==> config.mk <==
export PLATFORM = sky130hd
export DESIGN_NAME = omc_top
export DESIGN_NICKNAME = d
export VERILOG_FILES = /design/src/logic/omc_pkg.sv /design/src/logic/omc_sync.sv /design/src/logic/omc_timer.sv /design/src/logic/omc_top.sv
export SDC_FILE = /design/constraint.sdc
export NUM_CORES = 1
export LEC_CHECK = 0
export CAP_MARGIN = 20
export CORE_AREA = 2 2 118 120
export CTS_CLUSTER_DIAMETER = 60
export CTS_CLUSTER_SIZE = 40
export DETAILED_ROUTE_END_ITERATION = 10
export DIE_AREA = 0 0 120 122
export DONT_BUFFER_PORTS = 1
export PLACE_DENSITY_LB_ADDON = 0.25
export SYNTH_ARGS = -nofsm -noshare
export SYNTH_HDL_FRONTEND = slang
export SYNTH_SLANG_ARGS = --single-unit
export TNS_END_PERCENT = 50
==> constraint.sdc <==
create_clock -name core_clk -period 2.49 [get_ports core_clk]
set_clock_uncertainty 0.2 [all_clocks]
set_input_delay 0.1245 -clock core_clk [delete_from_list [all_inputs] [get_ports core_clk]]
set_output_delay 0.1245 -clock core_clk [all_outputs]
set_load 0.05 [all_outputs]
==> src/logic/omc_pkg.sv <==
// package for the operating mode controller
package omc_pkg;
  // operating modes, exactly one held at a time
  typedef enum logic [2:0] {
    st_not_powered,
    st_power_off,
    st_deep_sleep,
    st_idle,
    st_active,
    st_connected
  } omc_mode_t;

  // low power setting values
  localparam logic [2:0] LP_DISABLED = 3'h0;
  localparam logic [2:0] LP_DTR      = 3'h3;
  localparam logic [2:0] LP_TIMER    = 3'h4;

  // register byte offsets
  localparam logic [7:0] OFS_CTRL   = 8'h00;
  localparam logic [7:0] OFS_STATUS = 8'h04;
  localparam logic [7:0] OFS_CMD    = 8'h08;

  // ctrl fields
  localparam int CTRL_LP_LSB   = 0;
  localparam int CTRL_LP_MSB   = 2;
  localparam int CTRL_PSM_EN   = 4;
  localparam int CTRL_PROF_OK  = 5;
  localparam int CTRL_EDRX_EN  = 6;
  localparam int CTRL_INACT_DS = 7;
  localparam logic [31:0] CTRL_RESET = 32'h0000_0000;

  // command bits, write one to act
  localparam int CMD_POWEROFF = 0;
  localparam int CMD_ACTIVITY = 1;

  // mode output width
  localparam int MODE_W = 3;

  // inactivity time
  localparam int INACT_S     = 6;
  localparam longint CLK_HZ  = 125000000;
  localparam longint INACT_CYCLES = INACT_S * CLK_HZ;
endpackage

==> src/logic/omc_sync.sv <==
// two flop synchroniser for pin inputs
`timescale 1ns/1ns
module omc_sync #(
  parameter int W = 1
) (
  // clock and reset
  input  wire logic         core_clk,
  input  wire logic         srst,
  // data
  input  wire logic [W-1:0] async_in,
  output logic      [W-1:0] sync_out
);
  logic [W-1:0] meta;

  always_ff @(posedge core_clk) begin
    if (srst) begin
      meta     <= '0;
      sync_out <= '0;
    end else begin
      meta     <= async_in;
      sync_out <= meta;
    end
  end
endmodule

==> src/logic/omc_timer.sv <==
// restartable inactivity down counter
`timescale 1ns/1ns
module omc_timer #(
  parameter longint CYCLES = 750000000,
  parameter int     W      = 30
) (
  // clock and reset
  input  wire logic core_clk,
  input  wire logic srst,
  // control
  input  wire logic restart,
  input  wire logic run,
  output logic      expired
);
  logic [W-1:0] count;

  always_ff @(posedge core_clk) begin
    if (srst) begin
      count   <= '0;
      expired <= 1'b0;
    end else if (restart || !run) begin
      count   <= W'(CYCLES - 1);
      expired <= 1'b0;
    end else if (count == '0) begin
      expired <= 1'b1;
    end else begin
      count <= count - W'(1);
    end
  end
endmodule

==> src/logic/omc_top.sv <==
// operating mode controller with apb register slave
// Operation
// - setting 4: active to idle after 6 s without command activity
// - setting 3: enter idle when dtr goes off
// - setting 4: first uart character in idle wakes, is discarded
// - setting 3: idle back to active when dtr goes on
// - power control switch-on moves power-off to active
// - deep-sleep wakes on periodic timer, paging instant or power toggle
// - active to deep-sleep on enabled triggers when nothing is pending
// - active to connected when rf data connection starts or is needed
// - connected back to active when rf idle or connection terminated
// - start not-powered; with valid supply wait in power-off
// - active mode: interfaces functional, commands accepted
// - deep-sleep: interfaces off; toggle or network timer wakes
// - power-off command or power toggle shuts active down to power-off
// - psm enabled with profile: enter deep-sleep when activity ends
// - deep-sleep between edrx cycles only when edrx sleep enabled
// - idle: powered, application interfaces disabled
// - deep-sleep: only the real-time clock runs
//
// The placing of the registers and the APB interface to the registers are this design's own decisions.
`timescale 1ns/1ns
module omc_top
  import omc_pkg::*;
#(
  parameter longint INACT_CNT = omc_pkg::INACT_CYCLES,
  parameter int     INACT_W   = 30
) (
  // clock and reset
  input  wire logic                     core_clk,
  input  wire logic                     srst,
  // apb slave
  input  wire logic                     psel,
  input  wire logic                     penable,
  input  wire logic                     pwrite,
  input  wire logic [7:0]               paddr,
  input  wire logic [31:0]              pwdata,
  output logic      [31:0]              prdata,
  output logic                          pready,
  output logic                          pslverr,
  // pins from outside
  input  wire logic                     supply_valid,
  input  wire logic                     power_control_input,
  input  wire logic                     dtr_n,
  input  wire logic                     uart_rx_char,
  // events from logic on core_clk
  input  wire logic                     periodic_timer_expired,
  input  wire logic                     active_timer_expired,
  input  wire logic                     edrx_paging_instant,
  input  wire logic                     edrx_gap,
  input  wire logic                     rf_start,
  input  wire logic                     rf_busy,
  input  wire logic                     rf_terminated,
  input  wire logic                     other_busy,
  // mode and interface enables
  output omc_pkg::omc_mode_t            mode,
  output logic                          iface_enable,
  output logic                          rtc_only,
  output logic                          uart_char_accept
);
  import omc_pkg::*;

  logic        supply_s;
  logic        pwr_s;
  logic        dtr_n_s;
  logic        rx_s;
  logic        pwr_d;
  logic        rx_d;
  logic        pwr_toggle;
  logic        rx_edge;
  logic [31:0] ctrl;
  logic        cmd_poweroff;
  logic        cmd_activity;
  logic        inact_exp;
  logic        wake_pending;
  logic [2:0]  lp_set;
  logic        apb_acc;
  logic        hit_ctrl;
  logic        hit_status;
  logic        hit_cmd;
  omc_mode_t   next_mode;

  // pins pass two flops first
  omc_sync #(.W(4)) u_sync (
    .core_clk (core_clk),
    .srst     (srst),
    .async_in ({supply_valid, power_control_input, dtr_n, uart_rx_char}),
    .sync_out ({supply_s, pwr_s, dtr_n_s, rx_s})
  );

  // edge detection on synchronised levels only
  always_ff @(posedge core_clk) begin
    if (srst) begin
      pwr_d <= 1'b0;
      rx_d  <= 1'b0;
    end else begin
      pwr_d <= pwr_s;
      rx_d  <= rx_s;
    end
  end

  // one toggle is a released press; pulse timing is left to the pin owner
  assign pwr_toggle = pwr_d & ~pwr_s;
  assign rx_edge    = rx_s & ~rx_d;
  assign lp_set     = ctrl[CTRL_LP_MSB:CTRL_LP_LSB];

  // apb decode, zero wait states
  assign apb_acc    = psel & penable;
  assign pready     = 1'b1;
  assign hit_ctrl   = (paddr == OFS_CTRL);
  assign hit_status = (paddr == OFS_STATUS);
  assign hit_cmd    = (paddr == OFS_CMD);
  assign pslverr    = apb_acc & ~(hit_ctrl | hit_status | hit_cmd);

  always_ff @(posedge core_clk) begin
    if (srst) begin
      ctrl <= CTRL_RESET;
    end else if (apb_acc && pwrite && hit_ctrl) begin
      ctrl <= pwdata;
    end
  end

  // command strobes, one cycle
  always_ff @(posedge core_clk) begin
    if (srst) begin
      cmd_poweroff <= 1'b0;
      cmd_activity <= 1'b0;
    end else begin
      cmd_poweroff <= apb_acc & pwrite & hit_cmd & pwdata[CMD_POWEROFF];
      cmd_activity <= apb_acc & pwrite & hit_cmd & pwdata[CMD_ACTIVITY];
    end
  end

  always_ff @(posedge core_clk) begin
    if (srst) begin
      prdata <= 32'h0000_0000;
    end else if (psel && !penable && !pwrite) begin
      if (hit_ctrl) begin
        prdata <= ctrl;
      end else if (hit_status) begin
        prdata <= {28'h0000000, wake_pending, mode};
      end else begin
        prdata <= 32'h0000_0000;
      end
    end
  end

  // inactivity timer
  // restarts on any command activity; runs only in active mode
  omc_timer #(.CYCLES(INACT_CNT), .W(INACT_W)) u_inact (
    .core_clk (core_clk),
    .srst     (srst),
    .restart  (cmd_activity),
    .run      (mode == st_active),
    .expired  (inact_exp)
  );

  always_ff @(posedge core_clk) begin
    if (srst) begin
      wake_pending <= 1'b0;
    end else if (mode == st_idle && rx_edge && lp_set == LP_TIMER) begin
      wake_pending <= 1'b1;
    end else if (mode == st_active) begin
      wake_pending <= 1'b0;
    end
  end

  // mode transitions
  always_comb begin
    next_mode = mode;
    case (mode)
      st_not_powered: begin
        if (supply_s) begin
          next_mode = st_power_off;
        end
      end
      st_power_off: begin
        if (pwr_toggle) begin
          next_mode = st_active;
        end
      end
      st_deep_sleep: begin
        if (pwr_toggle || periodic_timer_expired || edrx_paging_instant) begin
          next_mode = st_active;
        end
      end
      st_idle: begin
        if (lp_set == LP_DTR && !dtr_n_s) begin
          next_mode = st_active;
        end else if (wake_pending) begin
          next_mode = st_active;
        end else if (rf_start) begin
          next_mode = st_active;
        end
      end
      st_active: begin
        if (cmd_poweroff || pwr_toggle) begin
          next_mode = st_power_off;
        end else if (rf_start || rf_busy) begin
          next_mode = st_connected;
        end else if (!other_busy) begin
          if ((ctrl[CTRL_PSM_EN] && ctrl[CTRL_PROF_OK] &&
               active_timer_expired) ||
              (ctrl[CTRL_EDRX_EN] && edrx_gap) ||
              (ctrl[CTRL_INACT_DS] && inact_exp)) begin
            next_mode = st_deep_sleep;
          end else if ((lp_set == LP_TIMER && inact_exp) ||
                       (lp_set == LP_DTR && dtr_n_s)) begin
            next_mode = st_idle;
          end
        end
      end
      st_connected: begin
        if (rf_terminated || !rf_busy) begin
          next_mode = st_active;
        end
      end
      default: begin
        next_mode = st_not_powered;
      end
    endcase
    // supply loss overrides all
    if (!supply_s) begin
      next_mode = st_not_powered;
    end
  end

  always_ff @(posedge core_clk) begin
    if (srst) begin
      mode <= st_not_powered;
    end else begin
      mode <= next_mode;
    end
  end

  // interfaces only in active or connected
  always_ff @(posedge core_clk) begin
    if (srst) begin
      iface_enable     <= 1'b0;
      rtc_only         <= 1'b0;
      uart_char_accept <= 1'b0;
    end else begin
      iface_enable     <= (next_mode == st_active) ||
                          (next_mode == st_connected);
      rtc_only         <= (next_mode == st_deep_sleep);
      uart_char_accept <= rx_edge &&
                          (mode == st_active || mode == st_connected);
    end
  end
endmodule
== After elaboration in Yosys (flattened, before gate mapping) ==
Cells that the tools add are included.
Storage, ports and cells
  bits in registers: 114
  input bits: 57
  output and inout bits: 40
Cells by class
  add/sub/neg operators: 1
  eq/ne operators: 13
  multiplexer cells: 19
  bitwise gates (word level): 13
  reduce and logical (&&, ||, !) cells: 35
Operator list (count)
  $mux W30: 2
  $mux W3: 12
  $mux W32: 1
  $logic_not A30 Y1: 1
  $sub A30 B1 Y30 const B: 1
  $pmux W3 S6: 1
  $eq A3 B3 Y1 const B: 5
  $logic_and A1 B1 Y1: 14
  $eq A3 B2 Y1 const B: 4
  $logic_or A1 B1 Y1: 11
  $and A1 B1 Y1: 8
  $eq A8 B3 Y1 const B: 1
  $eq A8 B4 Y1 const B: 1
  $logic_not A8 Y1: 1
  $logic_not A1 Y1: 5
  $mux W4: 1
  $eq A3 B1 Y1 const B: 1
  $logic_not A3 Y1: 1
  $not A1 Y1: 3
  $mux W1: 2
  $ne A2 B1 Y1 const B: 1
  $or A1 B1 Y1: 2
  $reduce_bool A2 Y1: 1
  $reduce_or A2 Y1: 1

== Logic depth before layout (Yosys ltp) ==
  word-level depth: 12
  gate-level depth with buffers: 9

== Modules after synthesis ==
A second synthesis with hierarchy kept.
Second synthesis, totals
  cell total of the unflattened synthesis: 531
  area, all modules: 4790.8 um^2
Modules (own cells, without submodules)
  omc_top: instances 1, cells an instance 329, area an instance 2974.1 um^2
  omc_timer: instances 1, cells an instance 186, area an instance 1606.5 um^2
  omc_sync: instances 1, cells an instance 16, area an instance 210.2 um^2

== Worst setup path before layout ==
No wires, ideal clock.
  path kind: register to register
  start: register u_inact.count[0]
  end: register u_inact.count[5]
  setup time: 0.132 ns
  arrival: 2.179 ns
  setup slack: -0.021 ns
  stages on the path, launching flop included: 10
  cell sequence: dfxtp_1 -> inv_1 -> ha_1 -> nor4b_1 -> nand4_1 -> o311ai_2 -> buf_2 -> buf_6 -> xor2_1 -> a21oi_1
Between the ends
  longest elaborated chain between the ends: 3
  elaborated cells between the ends (all ways): 5
Ends and longest elaborated chain
  from (decl): line omc_timer.sv:15  | logic [W-1:0] count;
  from (signal assigned): line omc_timer.sv:22  | count <= W'(CYCLES - 1);
  from (signal assigned): line omc_timer.sv:27  | count <= count - W'(1);
  $sub A30 B1 Y30: line omc_timer.sv:27
  $mux W30: line omc_timer.sv:24  | end else if (count == '0) begin
  $mux W30: line omc_timer.sv:21  | end else if (restart || !run) begin
Parallel ways exist; a longest one is shown, timed or not. The select of a mux whose other input is x is not followed.
A chain may end at the register's enable or synchronous reset.

== Worst setup path in the final report ==
  start: register u_inact.count[18]
  end: register u_inact.count[25]
Between the ends
  longest elaborated chain between the ends: 1
  elaborated cells between the ends (all ways): 2
Ends and longest elaborated chain (line)
  $sub A30 B1 Y30 / $logic_not A30 Y1 (equally long branches): omc_timer.sv:27, omc_timer.sv:24
Parallel ways exist; a longest one is shown, timed or not.

==> summary.txt <==
Power
  – P_leak: between 2 and 2.5 nW
  – Switch share: 0.207
  – Sw Pwr: 0.925 mW
  – Comb pwr share: 0.044
  – Total internal power: between 3 and 4 mW
  – Reg power frac: 0.420
  – PD cells: about 730 nW/um^2
  – Clock power frac: 0.536
  – VDD IR-drop max: between 0.4 and 0.5 mV

Floorplanning
  – Row count: 43
  – Die Width: ~120 microns
  – Initial core utilization: 0.339
  – Die height: between 100 and 150 microns
  – I/O pins: 97
  – Die area: between 10000 and 15000 sq um
  – Core area: around 14000 sq um

Worst setup path
  – R2R setup slack: around 0.057 ns
  – Critical path peak fanout: 6
  – CP cell instances: or4_1 > or3_4 > or3_4 > or4_4 > a21oi_2
  – CP Class: reg -> reg
  – Crit path top cell by count: or3_4
  – Crit end category: flip-flop
  – CP top delay family: simple AND/OR/NAND/NOR gates
  – Critical Path AT: 2.56 ns
  – CP startpoint kind: flip-flop
  – Worst path slowest cell: or4_1
  – Worst setup path start: u_inact.count[18]$_SDFFE_PP0P_
  – Crit-path max cell delay: 0.52 ns
  – Buffers and inverters on the worst path: 0
  – WP data required: around 2.6 ns
  – Reg2reg start: u_inact.count[18]$_SDFFE_PP0P_

Detailed routing
  – Iter 0 DRT Violations: between 200 and 250
  – Drt first pass iters: 5
  – DR WL/cell: approximately 15 microns
  – DRC violations left: 0
  – Vias per std cell: 5.16
  – Final wirelength: 11300 microns
  – Final ANT Viol Nets: 0
  – Via count: 3822

Clocking
  – H-tree Lvls: 4
  – CTS tree: yes
  – CTS clk-pin slew, worst paths: ~0.06 ns
  – CTS buffer count: 17
  – Later-pin clock latency in the skew report: 0.42 ns
  – CTS Root Cell: clkbuf_16
  – Maximum clock path buffer count: 2
  – CTS Sinks: 114

Timing
  – Fin. Hold Viols: 0
  – Worst rel slew slack: 0.583
  – TNS Setup: 0 ns
  – Fmax: just over 400 MHz
  – Worst Max-Slew Pin Slew: roughly 0.63 ns
  – Final Max Tran Viols: 0
  – Final Critical Period: approximately 2.4 ns
  – Final worst path period share: 0.977
  – Final setup viols: 0

Synth
  – EDFF count, synth: 0
  – Syn Inst Count: between 400 and 500
  – Post-Syn Area: about 4600 sq um
  – Top cells by area, synth: dfxtp_1 (50%), mux2i_1 (7.0%), nor2_1 (7.0%), a22oi_1 (5.2%), a21oi_1 (2.8%)
  – Leading area contributor after synthesis: dfxtp_1
  – Top_reg_cell synth: dfxtp_1
  – Ys async rst share: 0
  – Sequential fraction of the synthesis area: 0.498
  – Netlist cell types: 55
  – Share of the synthesized area in the top cell type: 0.498
  – Syn_area_per_cell: ~9.6 sq um
  – Number of synthesis warnings: 0
  – Number of synthesized register bits: between 100 and 150
  – Net Count, Synth: around 540

Global routing
  – First-pass GRT wire length: ~18000 microns
  – Initial antenna violation count: 0
  – Vias in the first global route: around 3700
  – Largest net degree at the start of global routing: 97
  – Gr usage total: 0.159
  – GRT overflow: 0

Min path
  – Worst min path class: in -> reg
  – Hold wc startpoint: paddr[3]

Layout
  – Synth-to-layout area growth: 33.1%
  – Nets: roughly 600
  – # diodes: 0
  – Ratio of cells with drive above 1 in the final layout: 0.155
  – Fin area: roughly 6000 sq um

Run
  – Max-cap violations: 0

Placement
  – Placed Instance Area: slightly below 5000 sq um
  – GP Congestion: ~0.81
  – Port Buf Inserts: 0
  – Hpwl dp: 7260 microns

Outcome
  – Status: completed
## stage by stage
stage	hold slack, ns	instances	power, mW	utilization	setup WS (ns)
CTS	0.00174	737	4.52	0.446	0.0265
finish	0.0237	740	4.46	0.451	0.0570
global route	0.0388	740	4.62	0.451	-0.0264
floorplan	0.000203	477	2.00	-	0.108
detailed placement	0.00465	653	2.01	0.363	0.0480
global placement	0.00475	653	2.00	0.363	0.0551
## flip-flops by register name, summed over array words and instances, names as in the netlist, 3 cells and up
name / count
mode: 3
u_inact.count: 30
ctrl: 32
u_sync.meta: 4
prdata: 32
u_sync.sync_out: 4
## power by group through the flow
| stage | clock network [mW] | registers [mW] | logic, mW |
|---|---|---|---|
| final | 2.39 | 1.87 | 0.196 |
| after global routing | 2.53 | 1.88 | 0.214 |
| after detailed placement | 0 | 1.91 | 0.0971 |
| after CTS | 2.46 | 1.87 | 0.192 |
| after global placement | 0 | 1.91 | 0.0957 |
| after floorplan | 0 | 1.90 | 0.0951 |
## cell type report
type / instances / area, sq um
clock buffers: 21 / 450
clock inverters: 11 / 136
fillers: 1266 / 7410
inverters: 5 / 18.8
multi-input cells: 328 / 2210
flip-flops and latches: 114 / 2290
well taps: 180 / 225
repair buffers: 81 / 772
## worst min-delay path: cells and delay by family
family             cells  cell delay, ns
AOI/OAI and AO/OA      1            0.15
and+or+nand+nor        3            0.30
## routing by layer
| metal | routed length, microns | GRT usage | part of all wire |
|---|---|---|---|
| met4 | 121 | 0.0721 | 0.011 |
| met2 | 5200 | 0.241 | 0.46 |
| met3 | 607 | 0.0595 | 0.054 |
| met5 | 0 | 0 | 0 |
| met1 | 5340 | 0.200 | 0.47 |
## cells in the final DEF, fill, tap and decap left out, types with 7 or more instances in the layout
cell / Yosys / routed
nor2_1: 85 / 84
mux2i_1: 32 / 32
or3_1: 9 / 7
nor2b_1: 13 / 12
a31oi_1: 9 / 9
clkbuf_16: 0 / 17
nor3_1: 7 / 7
nand2_1: 8 / 8
a22oi_1: 32 / 32
buf_4: 1 / 27
o31ai_1: 11 / 11
a21oi_1: 26 / 25
dfxtp_1: 114 / 111
xnor2_1: 10 / 10
or4_1: 12 / 10
dlygate4sd3_1: 0 / 51
## worst paths after layout
check	to	cells past startpoint
max	u_inact.count[25]$_SDFFE_PP0P_	5
min	prdata[3]$_SDFFE_PP0P_	4
min reg2reg	u_sync.sync_out[2]$_SDFF_PP0_	1
max reg2reg	u_inact.count[25]$_SDFFE_PP0P_	5
## repair_timing
item	CTS	global route
setup endpoints to repair	0	10
hold buffers	52	0
gates resized for setup	0	13
setup buffers	0	3
hold endpoints to repair	101	0
## kinds of logic after synthesis
family,Yosys count,share of synthesized area
buffers and inverters,35,0.0325
DFF,114,0.498
adders and majority gates,1,0.00273
xor gates and xnor gates,15,0.0287
muxes,37,0.0822
other,1,0.000819
AOI/OAI and AO/OA,101,0.156
and+or+nand+nor,173,0.199
## Yosys cell counts (3+ instances only)
| master | count |
|---|---|
| a31oi_1 | 9 |
| xnor2_1 | 10 |
| mux2_2 | 5 |
| o311ai_0 | 4 |
| nand2_1 | 8 |
| nor4_1 | 4 |
| or4_1 | 12 |
| nand2b_1 | 4 |
| a21oi_1 | 26 |
| nor4b_1 | 3 |
| dfxtp_1 | 114 |
| mux2i_1 | 32 |
| and4b_1 | 3 |
| buf_2 | 5 |
| or3_1 | 9 |
| or2_2 | 3 |
| nor3_1 | 7 |
| a22oi_1 | 32 |
| o31ai_1 | 11 |
| xor2_1 | 5 |
| nor2_1 | 85 |
| nor2b_1 | 13 |
| nand3_1 | 5 |
| clkbuf_1 | 21 |
| inv_1 | 5 |
Power figures use the tool's default switching activity.
